===== config.mk =====
export PLATFORM = sky130hd
export DESIGN_NAME = fsc2_status_byte
export DESIGN_NICKNAME = d
export VERILOG_FILES = /design/src/logic/fsc2_pkg.sv /design/src/logic/fsc2_status_byte.sv /design/src/logic/fsc2_switch_timer.sv
export VERILOG_INCLUDE_DIRS = /design/src /design/src/logic
export SDC_FILE = /design/constraint.sdc
export NUM_CORES = 1
export LEC_CHECK = 0
export ABC_AREA = 1
export BUFFER_PORTS_ARGS = -buffer_cell sky130_fd_sc_hd__buf_4
export CAP_MARGIN = 30
export CELL_PAD_IN_SITES_DETAIL_PLACEMENT = 1
export CELL_PAD_IN_SITES_GLOBAL_PLACEMENT = 1
export CORE_ASPECT_RATIO = 0.75
export CORE_MARGIN = 4
export CORE_UTILIZATION = 34
export DETAILED_ROUTE_END_ITERATION = 6
export PLACE_DENSITY_LB_ADDON = 0.1
export SYNTH_ARGS = -nofsm -noshare
export SYNTH_HDL_FRONTEND = slang
export SYNTH_SLANG_ARGS = --single-unit

===== constraint.sdc =====
create_clock -name clk_i -period 1.1 [get_ports clk_i]
set_input_delay 0.22 -clock clk_i [delete_from_list [all_inputs] [get_ports clk_i]]
set_output_delay 0.22 -clock clk_i [all_outputs]
set_load 0.02 [all_outputs]

===== src/logic/fsc2_params.svh =====
// constants for the second status/control byte
`ifndef FSC2_PARAMS_SVH
`define FSC2_PARAMS_SVH
`define FSC2_BIT_RATE        7
`define FSC2_BIT_AUTO_ULTRA_SLEEP_EN       6
`define FSC2_BIT_AUTO_SLEEP_EN        5
`define FSC2_BIT_ABORT       4
`define FSC2_BIT_WIDE        3
`define FSC2_BIT_RSVD        2
`define FSC2_BIT_PROG_HELD   1
`define FSC2_BIT_ERASE_HELD  0
`define FSC2_RESET_VAL       8'h00
`define FSC2_ULTRA_READ_VAL  8'hFF
`define FSC2_WRITE_CMD       8'h31
`define FSC2_SWITCH_TIME_NS  100
`define FSC2_CLK_PERIOD_NS   5
`define FSC2_SWITCH_CYC      ((`FSC2_SWITCH_TIME_NS) / (`FSC2_CLK_PERIOD_NS))
`define FSC2_CNT_W           8
`endif


===== src/logic/fsc2_pkg.sv =====
// types for the second status/control byte
package fsc2_pkg;
    typedef enum logic [1:0] {
        FSC2_AFTER_STANDBY = 2'b00,
        FSC2_AFTER_SLEEP   = 2'b01,
        FSC2_AFTER_ULTRA   = 2'b10,
        FSC2_AFTER_ILLEGAL = 2'b11
    } fsc2_after_t;
    typedef enum logic [1:0] {
        FSC2_SW_IDLE = 2'b00,
        FSC2_SW_WAIT = 2'b01,
        FSC2_SW_DONE = 2'b10
    } fsc2_sw_t;
endpackage


===== src/logic/fsc2_status_byte.sv =====
// second status/control byte: rate, auto sleep, abort enable, wide bus, suspend flags
//
// Overview of operation
// reads during ultra sleep return all ones
// bit 7 selects rate, zero single, one dual; resets zero
// bits 6:5 pick after program/erase: 10 ultra, 01 sleep, 00 standby
// both auto sleep enables reset to zero
// host never writes both auto sleep enables as one
// auto ultra sleep enable clears on every ultra sleep entry
// auto ultra sleep forces single-line signalling within switch time
// auto sleep enable clears on every sleep entry
// sleep entry and exit keep bus width and rate
// host issues no suspend while either auto enable is set
// bit 4 gates abort command; zero ignores, one accepts
// abort enable changes only by write command or power cycle
// abort command leaves abort enable unchanged
// bit 3 enables wide bus; resets zero so start is single line
// host writes zero to reserved bit 2
// bit 1 reads one while program is suspended
// bit 0 reads one while any erase is suspended
// written data in suspend flag positions is ignored
// writes need write latch; latch clears when write completes or aborts
`timescale 1ns/1ps
`default_nettype none
`include "fsc2_params.svh"
module fsc2_status_byte
    import fsc2_pkg::*;
(
    // clock and reset
    input  wire logic       clk_i,
    input  wire logic       rst_n_i,
    // command decoder
    input  wire logic       wr_stb_i,
    input  wire logic [7:0] wr_cmd_i,
    input  wire logic [7:0] wr_data_i,
    input  wire logic       wr_abort_i,
    input  wire logic       rd_stb_i,
    input  wire logic       abort_cmd_i,
    input  wire logic       write_latch_i,
    // operation state
    input  wire logic       pe_start_i,
    input  wire logic       pe_done_i,
    input  wire logic       ultra_sleep_state_i,
    input  wire logic       sleep_enter_i,
    input  wire logic       ultra_enter_i,
    input  wire logic       prog_held_i,
    input  wire logic       erase_held_i,
    // outputs
    output logic [7:0]      rd_data_o,
    output logic            write_latch_clr_o,
    output logic            abort_accept_o,
    output logic            rate_select_o,
    output logic            wide_bus_en_o,
    output logic [1:0]      after_pe_o,
    output logic            go_sleep_o,
    output logic            go_ultra_o
);
    logic       rate_reg;
    logic       ultra_en_reg;
    logic       sleep_en_reg;
    logic       abort_en_reg;
    logic       wide_reg;
    logic       rsvd_reg;
    logic       force_spi;

    wire logic  wr_hit     = wr_stb_i && (wr_cmd_i == `FSC2_WRITE_CMD);
    wire logic  wr_take    = wr_hit && write_latch_i;
    wire logic  rate_eff   = force_spi ? 1'b0 : rate_reg;
    wire logic  wide_eff   = force_spi ? 1'b0 : wide_reg;
    wire fsc2_after_t after_sel = fsc2_after_t'({ultra_en_reg, sleep_en_reg});
    wire logic [7:0] live_byte = {rate_eff, ultra_en_reg, sleep_en_reg, abort_en_reg,
                                  wide_eff, rsvd_reg, prog_held_i,
                                  erase_held_i};
    wire logic [7:0] rd_next   = ultra_sleep_state_i ? `FSC2_ULTRA_READ_VAL
                                                     : live_byte;

    fsc2_switch_timer u_switch (
        .clk_i       (clk_i),
        .rst_n_i     (rst_n_i),
        .start_i     (pe_start_i && ultra_en_reg),
        .clear_i     (!ultra_sleep_state_i && pe_done_i && !ultra_en_reg),
        .force_spi_o (force_spi)
    );

    always_ff @(posedge clk_i) begin
        if (!rst_n_i) begin
            rate_reg     <= 1'b0;
            ultra_en_reg <= 1'b0;
            sleep_en_reg <= 1'b0;
            abort_en_reg <= 1'b0;
            wide_reg     <= 1'b0;
            rsvd_reg     <= 1'b0;
        end else begin
            if (wr_take) begin
                rate_reg     <= wr_data_i[`FSC2_BIT_RATE];
                abort_en_reg <= wr_data_i[`FSC2_BIT_ABORT];
                wide_reg     <= wr_data_i[`FSC2_BIT_WIDE];
                rsvd_reg     <= wr_data_i[`FSC2_BIT_RSVD];
            end else if (force_spi) begin
                rate_reg <= 1'b0;
                wide_reg <= 1'b0;
            end
            // hardware clear wins over a coincident write
            if (ultra_enter_i)
                ultra_en_reg <= 1'b0;
            else if (wr_take)
                ultra_en_reg <= wr_data_i[`FSC2_BIT_AUTO_ULTRA_SLEEP_EN];
            if (sleep_enter_i)
                sleep_en_reg <= 1'b0;
            else if (wr_take)
                sleep_en_reg <= wr_data_i[`FSC2_BIT_AUTO_SLEEP_EN];
        end
    end

    always_ff @(posedge clk_i) begin
        if (!rst_n_i) begin
            rd_data_o         <= 8'h00;
            write_latch_clr_o <= 1'b0;
            abort_accept_o    <= 1'b0;
            rate_select_o     <= 1'b0;
            wide_bus_en_o     <= 1'b0;
            after_pe_o        <= 2'b00;
            go_sleep_o        <= 1'b0;
            go_ultra_o        <= 1'b0;
        end else begin
            if (rd_stb_i)
                rd_data_o <= rd_next;
            write_latch_clr_o <= (wr_hit && write_latch_i) || (wr_abort_i && write_latch_i);
            abort_accept_o    <= abort_cmd_i && abort_en_reg;
            rate_select_o     <= rate_eff;
            wide_bus_en_o     <= wide_eff;
            after_pe_o        <= after_sel;
            go_sleep_o        <= pe_done_i && (after_sel == FSC2_AFTER_SLEEP);
            go_ultra_o        <= pe_done_i && (after_sel == FSC2_AFTER_ULTRA);
        end
    end
endmodule
`default_nettype wire


===== src/logic/fsc2_switch_timer.sv =====
// timer that forces single-line signalling after auto ultra sleep starts
`timescale 1ns/1ps
`default_nettype none
`include "fsc2_params.svh"
module fsc2_switch_timer
    import fsc2_pkg::*;
(
    // clock and reset
    input  wire logic clk_i,
    input  wire logic rst_n_i,
    // control
    input  wire logic start_i,
    input  wire logic clear_i,
    // result
    output logic      force_spi_o
);
    localparam logic [`FSC2_CNT_W-1:0] CYC = (`FSC2_SWITCH_CYC < 1) ? `FSC2_CNT_W'(1)
                                           : `FSC2_CNT_W'(`FSC2_SWITCH_CYC);
    fsc2_sw_t                state_reg;
    fsc2_sw_t                state_next;
    logic [`FSC2_CNT_W-1:0]  cnt_reg;
    wire  logic              cnt_last = (cnt_reg == CYC - `FSC2_CNT_W'(1));

    always_comb begin
        state_next = state_reg;
        case (state_reg)
            FSC2_SW_IDLE: if (start_i) state_next = FSC2_SW_WAIT;
            FSC2_SW_WAIT: if (clear_i) state_next = FSC2_SW_IDLE;
                          else if (cnt_last) state_next = FSC2_SW_DONE;
            FSC2_SW_DONE: if (clear_i) state_next = FSC2_SW_IDLE;
            default:      state_next = FSC2_SW_IDLE;
        endcase
    end

    always_ff @(posedge clk_i) begin
        if (!rst_n_i) begin
            state_reg   <= FSC2_SW_IDLE;
            cnt_reg     <= '0;
            force_spi_o <= 1'b0;
        end else begin
            state_reg   <= state_next;
            cnt_reg     <= (state_reg == FSC2_SW_WAIT) ? cnt_reg + `FSC2_CNT_W'(1) : '0;
            force_spi_o <= (state_next == FSC2_SW_DONE);
        end
    end
endmodule
`default_nettype wire


* After elaboration in Yosys (flattened, before gate mapping)
Cells that the tools add are included.
** Storage, ports and cells
- Bits of input ports :: 30
- Output and inout port bits :: 16
- Register bits after elaboration :: 33
** Cells by class
- Equality and inequality tests :: 7
- Add/subtract/negate cells :: 1
- Bitwise logic cells :: 1
- Reductions and logical operators :: 16
- Multiplexer cells :: 10
** Operator list (count)
- logical AND 1 bit :: 9
- adder 8 x 1 -> 8 bit, second input constant :: 1
- equality test 8 x 5 -> 1 bit, second input constant :: 1
- equality test 8 x 6 -> 1 bit, second input constant :: 1
- 2-to-1 mux 2 bit :: 4
- 2-to-1 mux 8 bit :: 1
- equality test 2 bit, second input constant :: 3
- case mux 2 bit (3 select lines) :: 1
- equality test 2 x 1 -> 1 bit, second input constant :: 2
- 2-to-1 mux 1 bit :: 4
- OR reduction 2 bit :: 2
- zero test 1 bit :: 2
- zero test 2 bit :: 1
- AND reduction 2 bit :: 1
- logical OR 1 bit :: 1
- inverter 1 bit :: 1

* Longest topological paths before layout
- Word-level depth :: 6
- Mapped depth :: 7

* Hierarchy
Synthesis repeated with hierarchy kept, for this count alone.
** Unflattened totals
- Cells, all modules :: 190
- Area total of the unflattened synthesis :: 1403.8 µm²
** Modules (own cells, without submodules)
- fsc2_status_byte :: area an instance 913.4 µm², instances 1, cells an instance 124
- fsc2_switch_timer :: area an instance 490.5 µm², instances 1, cells an instance 66

* Worst setup path before layout
Ideal clock, no wire load.
- Path type :: register -> register
- Start point :: register u_switch.cnt_reg[0]
- End point :: register u_switch.cnt_reg[6]
- Slack :: 93 ps
- Arrival time :: 934 ps
- Period minus slack after synthesis :: 1007 ps
- Stages on the path, launching flop included :: 6
- Cells stage by stage :: dfxtp_1 -> ha_1 -> nand2_1 -> nor2_1 -> a21oi_1 -> nor3_2
** On the way
- Longest elaborated chain between the ends :: 1
** RTL lines
- start: declaration :: line fsc2_switch_timer.sv:21 : logic [`FSC2_CNT_W-1:0] cnt_reg;
- start signal: assignment :: line fsc2_switch_timer.sv:42 : cnt_reg <= (state_reg == FSC2_SW_WAIT) ? cnt_reg + `FSC2_CNT_W'(1) : '0;
- adder 8 x 1 -> 8 bit :: line fsc2_switch_timer.sv:42
No other way between the ends.
A chain may end at the register's enable or synchronous reset.

* Final worst setup path
Same ends and word-level chain as after synthesis.

==> flow_summary.yaml <==
die:
  row_count: 19
  io_pins: 46
  die_area_sq_um: 5050
  die_width_microns: 80.7
  fp.coreArea_sq_um: 3730
  start_util: 0.361
  die_h_microns: 62.5
timing:
  setup_violators_final: 0
  drv_slew: 0
  grt_setup_unrepaired: "yes"
  finalClockSkew_ps: 4.20
  whs_ps: 155
  timing.max_slew.rel_slack: 0.761
  fmax_ghz: 0.983
  final-hold-violation-count: 0
  post-route-period-util: 0.925
  timing_worst_slew_pin_value_ps: 357
  finalCriticalPeriod_ps: 1020
  setup_tns_ps: 0
routing:
  detail_route.first_pass.iterations: 3
  top_layer_used_by_detailed_routing: "met4"
  via_per_inst: 4.60
  m1WireLength_microns: 1640
  postRouteWirelength_microns: 3580
  route.met3.wl_microns: 234
  drt-wirelength-per-cell_microns: 12.6
  drc: 0
  detailroute.wirelength.met2_microns: 1650
  detail_route.iter0.violations: 50
  final_antenna_net_count: 0
  total_via_count_after_detailed_routing: 1311
global_route:
  number_of_global_route_vias_before_repair: 1354
  leftover_overflow_at_the_end_of_global_routing: 0
  track_usage: 0.154
  grt_first_pass_wirelength_microns: 6130
  largest_net_degree_at_the_start_of_global_routing: 15
  grt_antenna_before_repair: 0
synth:
  post_synth_inst_count: 180
  yosys.cell_types.count: 20
  synth_area_sq_um: 1350
  syn-num-nets: 211
  yosys_warnings: 0
  synthDominantCellAreaShare: 0.490
  yosysTopAreaCell: "dfxtp_1"
  seq_area_frac_synth: 0.490
  synthTopCellsByArea: "dfxtp_1 (49%), nor2_1 (9.7%), nand2_1 (9.2%)"
  syn_area_per_cell_sq_um: 7.49
  ys_seq_elements: 33
clocking:
  tritoncts_clock_tree: "built"
  cts.clk_slew.worst_paths_ps: 60
  clock_sinks: 33
  htreeDepth: 2
  tritoncts.num_buffers: 5
  holdBufCountCts: 0
  clk_latency_ps: 280
  clk_root_buffer_cell: "clkbuf_8"
  post_cts.repair.setup_buffers: 0
  clock_path_buffers: 2
worst_setup_path:
  cp.required_ps: 1310
  worst_r2r_endpoint: "u_switch.cnt_reg[6]"
  cell_with_the_biggest_individual_delay_on_the_critical_path: "dfxtp_2"
  cp_cell_sequence: "ha_4 > nand2_1 > nor2_2 > a21oi_1 > nor3_2"
  worst-r2r-setup-slack_ps: 80
  r2r_cells: 5
  beginning_of_the_worst_register_to_register_path: "u_switch.cnt_reg[0]"
  cp_slowest_stage_delay_ps: 360
  worst-path-max-fanout: 4
  critPathLaunchType: "flop"
  path_type_of_the_worst_setup_path: "flop to flop"
  end_kind: "flop"
  critPathArrivalTime_ps: 1230
hold_path:
  hold_start: "erase_held_i"
  hold-path-endpoint: "rd_data_o[0]"
  hp-class: "input pin to flop"
  hold_path_depth: 3
placement:
  detailedPlacementHpwl_microns: 2880
  placer_congestion_estimate: 0.816
  port_buffers: 43
layout:
  filler_cell_count: 482
  layout_cells_sized_above_1: 0.330
  multi_input_comb_area_sq_um: 622
  seqCellArea_sq_um: 666
  post-route-util: 0.508
  fin_nets: 265
  antenna_cells: 0
  flow.area_growth_from_synthesis_pct: 40.4
flow_run:
  maxCapViolCount: 0
pwr:
  powerDensity_nw_per_um2: 1200
  cell_leakage_power_nw: 0.853
  worst_ir_drop_vdd_mv: 0.816
  total_power_draw_w: 0.00228
run_status:
  run_status: "finished clean"
## report_power, final
group          internal, W  switching, W  leakage (nW)  total, W
clock network     0.000415      0.000404        0.0399  0.000819
registers          0.00122     0.0000105         0.270   0.00123
logic             0.000114      0.000115         0.543  0.000229
## critical path: cells and delay by family, from the launching register on
family | cells | cell delay [ps]
adder cells (fa/ha/maj) | 1 | 150
flip-flops | 1 | 360
AO/OA/AOI/OAI | 1 | 90
AND/OR/NAND/NOR | 3 | 350
## worst max path at each step
| stage | from | to | slack [ps] | depth (start not counted) |
|---|---|---|---|---|
| after floorplan | u_switch.cnt_reg[0] | u_switch.cnt_reg[6] | 90 | 5 |
| after global placement | u_switch.cnt_reg[0] | u_switch.force_spi_o | 4 | 4 |
| after detailed placement | u_switch.cnt_reg[1] | u_switch.cnt_reg[6] | -30 | 5 |
| after CTS | u_switch.state_reg[0] | u_switch.cnt_reg[2] | 10 | 6 |
| after global routing | u_switch.cnt_reg[0] | u_switch.force_spi_o | -0.3 | 4 |
| final | u_switch.cnt_reg[0] | u_switch.cnt_reg[6] | 80 | 5 |
## routing by layer
metal | vias up | GRT usage
li1 | 666 | -
met1 | 599 | 0.198
met2 | 36 | 0.243
met3 | 10 | 0.0519
met4 | 0 | 0.0443
met5 | - | 0
## logic make-up after synthesis
logic type / after synthesis / synth area share
AOI/OAI and AO/OA: 24 / 0.0890
adders and majority gates: 1 / 0.00927
buffers and inverters: 29 / 0.0918
and+or+nand+nor: 93 / 0.320
DFF: 33 / 0.490
## stage by stage
step	setup slack, ps	instances	area, sq um
after floorplan	93.2	180	1350
after global placement	3.92	279	1760
after detailed placement	-31.8	279	1760
after CTS	10.3	285	1840
after global routing	-0.322	285	1890
final	82.8	285	1890
## cells in the final DEF, fill, tap and decap left out, types with 2 or more instances in the layout
master and n:
nor3b_2 2, nand2_1 32, clkbuf_8 5, nand3_1 3, o21ai_1 2, nor2_1 33
nand3b_1 2, nand4_1 2, nor3_1 7, dfxtp_1 29, inv_1 24, nor2_4 4
nor2_2 2, dfxtp_2 4, buf_4 48, o21ai_0 9, inv_2 3, a21oi_1 12
## repair_timing
action,in CTS,in global routing
setup endpoints to repair,3,11
endpoints found under the hold margin,0,0
pin swaps,0,3
gates resized for setup,3,18
## synthesized netlist by cell type
library cell and n:
a21oi_1 13, bufbuf_8 1, dfxtp_1 33, ha_1 1, inv_1 26, inv_2 2
nand2_1 33, nand3_1 3, nand3_2 2, nand3b_1 2, nand4_1 2, nor2_1 35
nor2_2 3, nor2_4 1, nor3_1 7, nor3_2 1, nor3b_1 1, nor3b_2 2
o21ai_0 11, or2_1 1
## cell type report
type,count,area share
Tap cell,52,0.0343
Clock buffer,5,0.0363
Multi-Input combinational cell,118,0.328
Clock inverter,1,0.00264
Timing Repair Buffer,48,0.190
Inverter,28,0.0568
Sequential cell,33,0.351
No activity file was read; power rests on OpenSTA's default activity.
